$ cat src/rtl/npic_pkg.sv
// package of constants for the nested priority interrupt controller
package npic_pkg;
    // ----------------------------------------------------------------
    // sizes
    // ----------------------------------------------------------------
    localparam int NUM_SRC      = 64;       // sources: 16 system slots + 48 peripheral lines
    localparam int NUM_SYS      = 16;       // first peripheral line sits at this number
    localparam int SRC_W        = 6;        // width of a source number
    localparam int PRIO_W       = 8;        // stored priority width
    localparam int PRIO_BITS    = 3;        // implemented upper priority bits
    // ----------------------------------------------------------------
    // register offsets (byte addresses)
    // ----------------------------------------------------------------
    localparam logic [11:0] OFS_CTRL     = 12'h000; // gate, sleep-after-handler
    localparam logic [11:0] OFS_GROUP    = 12'h004; // preempt split
    localparam logic [11:0] OFS_THRESH   = 12'h008; // priority threshold
    localparam logic [11:0] OFS_VBASE    = 12'h00c; // vector base
    localparam logic [11:0] OFS_SEL      = 12'h010; // selected source number
    localparam logic [11:0] OFS_CMD      = 12'h014; // commands on selected source
    localparam logic [11:0] OFS_PRIO     = 12'h018; // priority of selected source
    localparam logic [11:0] OFS_STAT     = 12'h01c; // enable/pending/active of selected
    localparam logic [11:0] OFS_ACTIVE   = 12'h020; // request flag, offered source number
    // ----------------------------------------------------------------
    // field positions
    // ----------------------------------------------------------------
    localparam int CTRL_GATE    = 0;        // global gate open
    localparam int CTRL_SLEEP   = 1;        // sleep after handler
    localparam int CTRL_PREV    = 2;        // gate state before last control write (read)
    localparam int CMD_SET_EN   = 0;        // set_source_enable
    localparam int CMD_CLR_EN   = 1;        // clear_source_enable
    localparam int CMD_SET_PEND = 2;        // set_source_pending
    localparam int CMD_CLR_PEND = 3;        // clear_source_pending
    // ----------------------------------------------------------------
    // reset values
    // ----------------------------------------------------------------
    localparam logic [31:0] RST_VBASE   = 32'h0000_0000;
    localparam logic [2:0]  RST_GROUP   = 3'h0;
    localparam logic [31:0] BAD_PRIO    = 32'hffff_ffff; // -1 for invalid number
endpackage

$ cat src/rtl/npic_ctrl.sv
// nested priority interrupt controller with APB register access
`timescale 1ns/1ps
//
// Overview of operation
// - software clears per-source enable only
// - software sets per-source enable only
// - global gate passes request, enables untouched
// - gate state and previous state readable
// - sleep-after-handler control bit
// - priority readable; invalid number reads -1
// - preempt split readable
// - threshold blocks priority >= threshold; 0 off
// - threshold 4 passes 0-3, holds 4+
// - smaller priority value is more urgent
// - only top three priority bits compared
// - vector base readable, used for fetch
// - enable state readable per source
// - software sets pending bit of any source
// - pended less urgent waits for active handler
// - dispatch only while enabled
// - system exceptions and peripheral lines handled
// - equal priority: lower number first
// - equal preempt level never preempts
// - software clears pending bit
// - groupings three to seven act alike
module npic_ctrl
    import npic_pkg::*;
#(
    parameter int NSRC = npic_pkg::NUM_SRC
) (
    // clock and reset
    input  wire logic        pclk,
    input  wire logic        presetn,
    // apb slave
    input  wire logic        psel,
    input  wire logic        penable,
    input  wire logic        pwrite,
    input  wire logic [11:0] paddr,
    input  wire logic [31:0] pwdata,
    output logic      [31:0] prdata,
    output logic             pready,
    output logic             pslverr,
    // request lines (pins, synchronised inside)
    input  wire logic [NSRC-1:0] src_req,
    // core side
    output logic             core_irq,
    output logic [31:0]      core_vector,
    output logic             sleep_after_handler,
    input  wire logic        core_ack,
    input  wire logic        core_done
);
    import npic_pkg::*;

    // ----------------------------------------------------------------
    // state
    // ----------------------------------------------------------------
    typedef struct packed {
        logic [NSRC-1:0]          sync1;     // first synchroniser stage
        logic [NSRC-1:0]          sync2;     // second stage
        logic [NSRC-1:0]          req_q;     // previous synced level for edge
        logic [NSRC-1:0]          enable;    // per-source enables
        logic [NSRC-1:0]          pending;   // per-source pending
        logic [NSRC-1:0]          active;    // handlers in progress
        logic [NSRC*PRIO_W-1:0]   prio;      // stored 8-bit priorities
        logic                     gate;      // global gate
        logic                     prev_gate; // gate before last control write
        logic                     sleep;     // sleep after handler
        logic [2:0]               group;     // preempt split
        logic [PRIO_W-1:0]        thresh;    // priority threshold
        logic [31:0]              vbase;     // vector base
        logic [SRC_W-1:0]         sel;       // selected source
        logic [SRC_W-1:0]         cur;       // source offered to the core
        logic                     irq;       // request to core
        logic [31:0]              vec;       // vector address offered
        logic [31:0]              rdata;     // read data
    } npic_state_s;

    npic_state_s r;       // registered state
    npic_state_s next_r;  // next state

    // ----------------------------------------------------------------
    // helpers
    // ----------------------------------------------------------------
    // preempt level: top bits kept per grouping, 3..7 all keep three
    function automatic logic [2:0] npic_level(input logic [PRIO_W-1:0] p,
                                              input logic [2:0] grp);
        logic [2:0] top;
        top = p[PRIO_W-1 -: PRIO_BITS];
        case (grp)
            3'h0:    npic_level = 3'h0;
            3'h1:    npic_level = {top[2], 2'b00};
            3'h2:    npic_level = {top[2:1], 1'b0};
            default: npic_level = top;
        endcase
    endfunction

    // full three-bit rank, used to order sources within a level
    function automatic logic [2:0] npic_rank(input logic [PRIO_W-1:0] p);
        npic_rank = p[PRIO_W-1 -: PRIO_BITS];
    endfunction

    // ----------------------------------------------------------------
    // apb decode
    // ----------------------------------------------------------------
    logic wr_en;        // write takes effect
    logic rd_en;        // read data taken
    logic sel_valid;    // selected number in range
    logic known;        // address mapped
    assign wr_en     = psel & penable & pwrite;
    assign rd_en     = psel & penable & ~pwrite;
    assign sel_valid = 32'(r.sel) < 32'(NSRC);
    assign known     = paddr[1:0] == 2'b00 && paddr <= OFS_ACTIVE;
    // zero-wait slave: reads come straight from state
    assign pready    = 1'b1;
    assign pslverr   = psel & penable & ~known;

    // ----------------------------------------------------------------
    // arbitration: pick best pending, enabled source
    // ----------------------------------------------------------------
    logic             cand_ok;      // a candidate exists
    logic [SRC_W-1:0] cand;         // its number
    logic [2:0]       cand_rank;    // its rank
    logic             act_ok;       // any handler active
    logic [2:0]       act_level;    // most urgent active preempt level
    logic [SRC_W-1:0] act_src;      // innermost handler, retired first
    always_comb begin
        cand_ok   = 1'b0;
        cand      = '0;
        cand_rank = 3'h7;
        act_ok    = 1'b0;
        act_level = 3'h7;
        act_src   = '0;
        // strict less-than keeps the lowest number on ties
        for (int i = 0; i < NSRC; i++) begin
            if (r.pending[i] && r.enable[i] && !r.active[i] &&
                (!cand_ok || npic_rank(r.prio[i*PRIO_W +: PRIO_W]) < cand_rank)) begin
                cand_ok   = 1'b1;
                cand      = SRC_W'(i);
                cand_rank = npic_rank(r.prio[i*PRIO_W +: PRIO_W]);
            end
            // equal levels never nest, so the most urgent active one is the innermost
            if (r.active[i] && (!act_ok || npic_level(r.prio[i*PRIO_W +: PRIO_W], r.group) < act_level)) begin
                act_ok    = 1'b1;
                act_src   = SRC_W'(i);
                act_level = npic_level(r.prio[i*PRIO_W +: PRIO_W], r.group);
            end
        end
    end

    logic [2:0] cand_level;   // candidate preempt level
    logic       thr_pass;     // threshold allows candidate
    logic       nest_pass;    // candidate may preempt active work
    logic       take;         // candidate offered to core
    assign cand_level = npic_level(r.prio[32'(cand)*PRIO_W +: PRIO_W], r.group);
    // threshold of zero switches masking off
    assign thr_pass   = (npic_rank(r.thresh) == 3'h0) || (cand_rank < npic_rank(r.thresh));
    // equal preempt level chains after, never preempts
    assign nest_pass  = !act_ok || (cand_level < act_level);
    assign take       = cand_ok && thr_pass && nest_pass;

    // ----------------------------------------------------------------
    // next state
    // ----------------------------------------------------------------
    always_comb begin
        next_r       = r;
        next_r.sync1 = src_req;
        next_r.sync2 = r.sync1;
        next_r.req_q = r.sync2;
        // core acknowledges: request becomes active, pending drops
        if (r.irq && core_ack) begin
            next_r.active[r.cur]  = 1'b1;
            next_r.pending[r.cur] = 1'b0;
        end
        // handler exit retires the innermost handler; the offered source
        // may already have moved on to a newer candidate, so it cannot
        // be trusted to name the handler that just ended
        if (core_done && act_ok) begin
            next_r.active[act_src] = 1'b0;
        end
        // register writes
        if (wr_en) begin
            unique case (paddr)
                OFS_CTRL: begin
                    next_r.prev_gate = r.gate;
                    next_r.gate      = pwdata[CTRL_GATE];
                    next_r.sleep     = pwdata[CTRL_SLEEP];
                end
                OFS_GROUP:  next_r.group  = pwdata[2:0];
                OFS_THRESH: next_r.thresh = pwdata[PRIO_W-1:0];
                OFS_VBASE:  next_r.vbase  = pwdata;
                OFS_SEL:    next_r.sel    = pwdata[SRC_W-1:0];
                OFS_CMD: if (sel_valid) begin
                    if (pwdata[CMD_SET_EN])   next_r.enable[r.sel]  = 1'b1;
                    if (pwdata[CMD_CLR_EN])   next_r.enable[r.sel]  = 1'b0;
                    if (pwdata[CMD_CLR_PEND]) next_r.pending[r.sel] = 1'b0;
                    if (pwdata[CMD_SET_PEND]) next_r.pending[r.sel] = 1'b1;
                end
                OFS_PRIO: if (sel_valid) begin
                    next_r.prio[32'(r.sel)*PRIO_W +: PRIO_W] = pwdata[PRIO_W-1:0];
                end
                default: ;
            endcase
        end
        // rising request edges set pending; set wins over any clear
        next_r.pending = next_r.pending | (r.sync2 & ~r.req_q);
        // offer to core
        next_r.irq = take && r.gate;
        if (take) begin
            next_r.cur = cand;
            next_r.vec = r.vbase + {24'h0, cand, 2'b00};
        end
        // read data
        next_r.rdata = 32'h0;
        if (psel && !penable && !pwrite) begin
            unique case (paddr)
                OFS_CTRL:   next_r.rdata = {29'h0, r.prev_gate, r.sleep, r.gate};
                OFS_GROUP:  next_r.rdata = {29'h0, r.group};
                OFS_THRESH: next_r.rdata = {24'h0, r.thresh};
                OFS_VBASE:  next_r.rdata = r.vbase;
                OFS_SEL:    next_r.rdata = {26'h0, r.sel};
                OFS_PRIO:   next_r.rdata = sel_valid ?
                                {24'h0, r.prio[32'(r.sel)*PRIO_W +: PRIO_W]} : BAD_PRIO;
                OFS_STAT:   next_r.rdata = sel_valid ?
                                {29'h0, r.active[r.sel], r.pending[r.sel], r.enable[r.sel]} : 32'h0;
                OFS_ACTIVE: next_r.rdata = {25'h0, r.irq, r.cur} ;
                default:    next_r.rdata = 32'h0;
            endcase
        end
    end

    // ----------------------------------------------------------------
    // registers
    // ----------------------------------------------------------------
    always_ff @(posedge pclk or negedge presetn) begin
        if (!presetn) begin
            r       <= '0;
            r.vbase <= RST_VBASE;
            r.group <= RST_GROUP;
        end else begin
            r <= next_r;
        end
    end

    // outputs
    assign prdata              = r.rdata;
    assign core_irq            = r.irq;
    assign core_vector         = r.vec;
    assign sleep_after_handler = r.sleep;

    // ----------------------------------------------------------------
    // checks
    // ----------------------------------------------------------------
    // all checks run on pclk and sleep while reset is low
    // a closed gate keeps the core request low
    AST_GATE_BLOCKS: assert property (@(posedge pclk) disable iff (!presetn)
        !r.gate |=> !core_irq)
        else $error("request passed closed gate");
    // toggling the gate leaves every per-source enable alone
    AST_ENABLE_KEPT: assert property (@(posedge pclk) disable iff (!presetn)
        (wr_en && paddr == OFS_CTRL) |=> r.enable == $past(r.enable))
        else $error("gate write touched enables");
    // only pending, enabled sources are offered
    AST_DISPATCH_ENABLED: assert property (@(posedge pclk) disable iff (!presetn)
        take |-> r.enable[cand] && r.pending[cand])
        else $error("dispatch of disabled source");
    // a threshold of non-zero rank holds off its own rank and every less urgent one
    AST_THRESH: assert property (@(posedge pclk) disable iff (!presetn)
        (take && npic_rank(r.thresh) != 3'h0) |-> cand_rank < npic_rank(r.thresh))
        else $error("threshold not honoured");
    // an offer during a handler must come from a more urgent level
    AST_NEST: assert property (@(posedge pclk) disable iff (!presetn)
        (take && act_ok) |-> cand_level < act_level)
        else $error("equal level preempted");
    // software pend lands on the selected source
    AST_PEND_SET: assert property (@(posedge pclk) disable iff (!presetn)
        (wr_en && paddr == OFS_CMD && pwdata[CMD_SET_PEND] && sel_valid) |=> r.pending[$past(r.sel)])
        else $error("pending not set");
    // software unpend drops the request unless a line edge sets it again
    AST_PEND_CLEAR: assert property (@(posedge pclk) disable iff (!presetn)
        (wr_en && paddr == OFS_CMD && sel_valid && pwdata[CMD_CLR_PEND] && !pwdata[CMD_SET_PEND] &&
         !r.sync2[r.sel]) |=> !r.pending[$past(r.sel)])
        else $error("pending not cleared");
    // set-enable command lands on the selected source
    AST_ENABLE_SET: assert property (@(posedge pclk) disable iff (!presetn)
        (wr_en && paddr == OFS_CMD && sel_valid && pwdata[CMD_SET_EN] && !pwdata[CMD_CLR_EN]) |=>
        r.enable[$past(r.sel)])
        else $error("enable not set");
    // clear-enable command lands on the selected source
    AST_ENABLE_CLR: assert property (@(posedge pclk) disable iff (!presetn)
        (wr_en && paddr == OFS_CMD && sel_valid && pwdata[CMD_CLR_EN]) |=> !r.enable[$past(r.sel)])
        else $error("enable not cleared");
    // an out-of-range number reads back as all ones
    AST_BAD_PRIO: assert property (@(posedge pclk) disable iff (!presetn)
        (psel && !penable && !pwrite && paddr == OFS_PRIO && !sel_valid) |=> prdata == BAD_PRIO)
        else $error("invalid priority read not -1");
    // a control write remembers the gate as it was
    AST_PREV_GATE: assert property (@(posedge pclk) disable iff (!presetn)
        (wr_en && paddr == OFS_CTRL) |=> r.prev_gate == $past(r.gate))
        else $error("previous gate lost");
    // the sleep control pin follows the written bit
    AST_SLEEP: assert property (@(posedge pclk) disable iff (!presetn)
        (wr_en && paddr == OFS_CTRL) |=> sleep_after_handler == $past(pwdata[CTRL_SLEEP]))
        else $error("sleep control not taken");
    // handler exit leaves the innermost handler inactive
    AST_DONE_RETIRES: assert property (@(posedge pclk) disable iff (!presetn)
        (core_done && act_ok) |=> !r.active[$past(act_src)])
        else $error("ended handler still active");
endmodule

$ cat config.mk
export PLATFORM = sky130hd
export DESIGN_NAME = npic_ctrl
export DESIGN_NICKNAME = d
export VERILOG_FILES = /design/src/rtl/npic_pkg.sv /design/src/rtl/npic_ctrl.sv
export SDC_FILE = /design/constraint.sdc
export NUM_CORES = 2
export LEC_CHECK = 0
export BUFFER_PORTS_ARGS = -buffer_cell sky130_fd_sc_hd__clkbuf_2
export CORE_MARGIN = 2
export CORE_UTILIZATION = 32
export CTS_CLUSTER_DIAMETER = 30
export CTS_CLUSTER_SIZE = 28
export DETAILED_ROUTE_END_ITERATION = 7
export GPL_ROUTABILITY_DRIVEN = 0
export PLACE_DENSITY_LB_ADDON = 0.1
export SETUP_SLACK_MARGIN = 0.15
export SKIP_CTS_REPAIR_TIMING = 1
export SYNTH_ARGS = -nofsm -noshare
export SYNTH_HDL_FRONTEND = slang
export SYNTH_SLANG_ARGS = --single-unit
$ cat constraint.sdc
create_clock -name pclk -period 110 [get_ports pclk]
set_input_delay 11 -clock pclk [delete_from_list [all_inputs] [get_ports pclk]]
set_output_delay 11 -clock pclk [all_outputs]
set_load 0.01 [all_outputs]
==> results by group <==
Outcome
  • Outcome: finished, violations left
  • Failing checks: max-capacitance violations

STA
  • PnR worst setup slack: 20.92 ns
  • Clock Skew: 0.0792 ns
  • RSZ-0062 raised after global routing: false
  • Final period utilization: 81.0%
  • FMAX: 11.2 MHz
  • Final setup fails: 0
  • Worst rel slew slack: 0.348%
  • Hold Fails Final Rpt: 0
  • Fin crit period: 89.08 ns
  • Worst slew pin tran: 1.49 ns
  • Setup TNS: 0 ns
  • Max-slew violation count: 0

Worst setup path
  • Most common cell on crit path: ha_1
  • Crit Path Class: flop to flop
  • Worst path max stage delay: 0.77 ns
  • Slowest cell on the critical path: a31oi_4
  • R2r setup slk: 20.92 ns
  • Worst Path Arrival: 89.85 ns
  • Crit end category: flop
  • Maximum fanout along the worst path: 39
  • Setup crit start kind: flop
  • Worst EP required: 110.77 ns

Logic synthesis
  • Number of flops mapped to enable cells by yosys: 0
  • Main synth FF type: dfrtp_1
  • Synth area leaders: dfrtp_1 39%, nand2_1 5.9%, a21oi_1 4.5%, o21ai_0 4.2%, ha_1 3.8%
  • Unique masters post-synth: 167
  • Synth Cell Area: 66100 um^2
  • #FFs+latches synth: 1019
  • Synth warn: 0
  • Async S/R FF share, synth: 100%
  • Largest area contributor in the netlist: dfrtp_1
  • Mapped Cells: 7562
  • Avg Cell Area, Syn: 8.74 um^2
  • Sequential cell area fraction in the yosys report: 38.6%
  • Area fraction of the dominant cell type after synthesis: 38.6%
  • Mapped Nets: 7881

Route
  • Routed via count: 66260
  • Final ANT Viol Nets: 0
  • Avg WL per Cell: 32.1 um
  • Routed WL: 343 mm
  • Via density: 6.20
  • DRC: 0
  • Initial DRC Count: 8555
  • First-pass DRT Iterations: 7

Power
  • Clock Power Share: 68.7%
  • Seq pwr share: 29.9%
  • Logic pwr share: 1.3%
  • Total Power: 1280 uW
  • Switching share of power: 21.3%
  • Static Leak: 0.0358 uW
  • Power Internal: 1000 uW
  • PwrDens: 16.0 nW/um^2
  • Psw: 272 uW
  • VDD IR max: 15.1 uV

Cells and area
  • Share of layout cells above drive strength 1: 15.8%
  • Sequential cell area: 25500 um^2
  • # nets final: 8082
  • Synth-to-Final Area Change: 20.4%
  • Fill cell count: 20630
  • Area of the multi-input gates: 37100 um^2

GRT
  • Total track usage: 31.7%
  • Vias in the first global route: 63342
  • Pin count of the biggest net entering global routing: 155
  • First-pass GRT wire length: 482 mm
  • GRT overflow: 0
  • Initial antenna violation count: 24

Die
  • Core Rows: 166
  • Die Width: 458 um
  • Die area: 210000 um^2
  • Die height: 458 um
  • I/O pin cnt: 183
  • Starting Density: 32.2%
  • Core area: 205000 um^2

Flow run
  • Number of max-cap violations: 1

Clocking
  • Sinks on Clock Net: 1019
  • H-tree Lvls: 5
  • Clk pin slew, worst setup/hold paths: 0.05 ns
  • Root buf cell: clkbuf_16
  • Later-pin clock latency in the skew report: 0.93 ns
  • CTS tree: built
  • Total CTS buffers: 309
  • Max clock buf depth: 4

Placement
  • Detail Placement HPWL: 256 mm
  • Place WS: 22.96 ns
  • IO Port Bufs: 181

Min path
  • Worst hold path type: flop to flop
## power groups by stage
stage / registers, uW / clock network [uW] / logic [uW]
6_report: 382 / 877 / 17.0
5_1_grt: 382 / 908 / 18.8
4_1_cts: 382 / 883 / 17.2
3_5_place_dp: 387 / 0 / 17.1
3_3_place_gp: 387 / 0 / 17.2
2_1_floorplan: 386 / 0 / 2.99
## path summary, 6_finish.rpt
kind                        startpoint               to  depth (start not counted)
setup / recovery                r[136]  core_vector[12]                        420
hold reg to reg            next_r[936]      next_r[872]                          0
max in group asynchronous      presetn           r[553]                          5
hold / removal             next_r[936]      next_r[872]                          0
min in group asynchronous      presetn           r[302]                          1
setup reg to reg                r[136]  core_vector[12]                        420
## metal layers
metal	global-route usage, %	share of wire [%]	routed length [um]
met5	0	0.030	102
met4	16.8	5.9	20300
met3	8.36	10	35000
met2	45.8	41	142000
met1	43.2	42	145000
## logic make-up after synthesis
family	count (synthesis)	synth area share [%]
mux	378	6.26
fa+ha+maj	229	4.26
buf+inv	764	5.58
other cells	1	0.00568
xor+xnor	31	0.411
compound gates	2586	26.6
flops	1019	38.6
simple gates	2554	18.3
## Yosys cell counts, types with 96 or more instances
cell type / instances
dfrtp_1: 1019
a22oi_1: 323
nand2b_1: 96
nand3_1: 207
o31ai_1: 117
mux2i_1: 124
inv_1: 305
o21ai_0: 552
mux2_2: 206
nor3_1: 105
ha_1: 203
a21o_1: 111
o221ai_1: 133
clkbuf_1: 264
a21oi_1: 598
nor2_1: 506
and2_1: 112
nand2_1: 1031
## layout make-up
cell class	instances	area share, %
inverters	309	1.46
clock inverters	123	1.95
multi-input cells	5779	46.6
flip-flops and latches	1019	32.1
clock buffers	408	10.9
repair buffers	345	2.73
well taps	2688	4.23
diodes	12	0.0378
## metrics by stage
step                instances  cell area [um^2]  util, %  hold slack (ns)
floorplan                7562             66100        -            0.331
global placement        10140             69300     33.8            0.335
detailed placement      10140             69300     33.8            0.337
CTS                     10671             79500     38.8            0.311
global route            10673             79500     38.8            0.318
finish                  10683             79500     38.8            0.305
## cell usage in the layout (no fill, tap or decap), drive strengths merged, types with 28 or more instances in the layout
cell type and n:
nand2 1035, dfrtp 1019, a21oi 608, clkbuf 588
o21ai 581, nor2 509, a22oi 323, inv 313
mux2 251, nand3 208, ha 203, buf 165
o221ai 135, mux2i 126, o31ai 122, and2 119
a21o 118, nor3 108, nand2b 98, nand4 92
a31oi 82, and3 78, o21a 72, o211ai 71
clkinv 71, nand3b 70, or3 55, a211oi 54
a221oi 50, a22o 47, nor2b 40, or2 39
bufinv 33, o22ai 30, a21boi 28
## critical path, delay by kind of cell, from the launching register on
| family | cells | cell delay, ns |
|---|---|---|
| AO/OA/AOI/OAI | 159 | 39.15 |
| adder cells (fa/ha/maj) | 62 | 15.80 |
| buffers and inverters | 39 | 3.46 |
| flip-flops | 1 | 0.47 |
| multiplexers | 31 | 8.88 |
| AND/OR/NAND/NOR | 129 | 21.03 |
## flip-flops by register name, summed over array words and instances (netlist names)
signal,count
r,825
next_r,128
core_vector,32
prdata,32
core_irq,1
sleep_after_handler,1
Note: power is estimated with default switching activity, not from simulation.
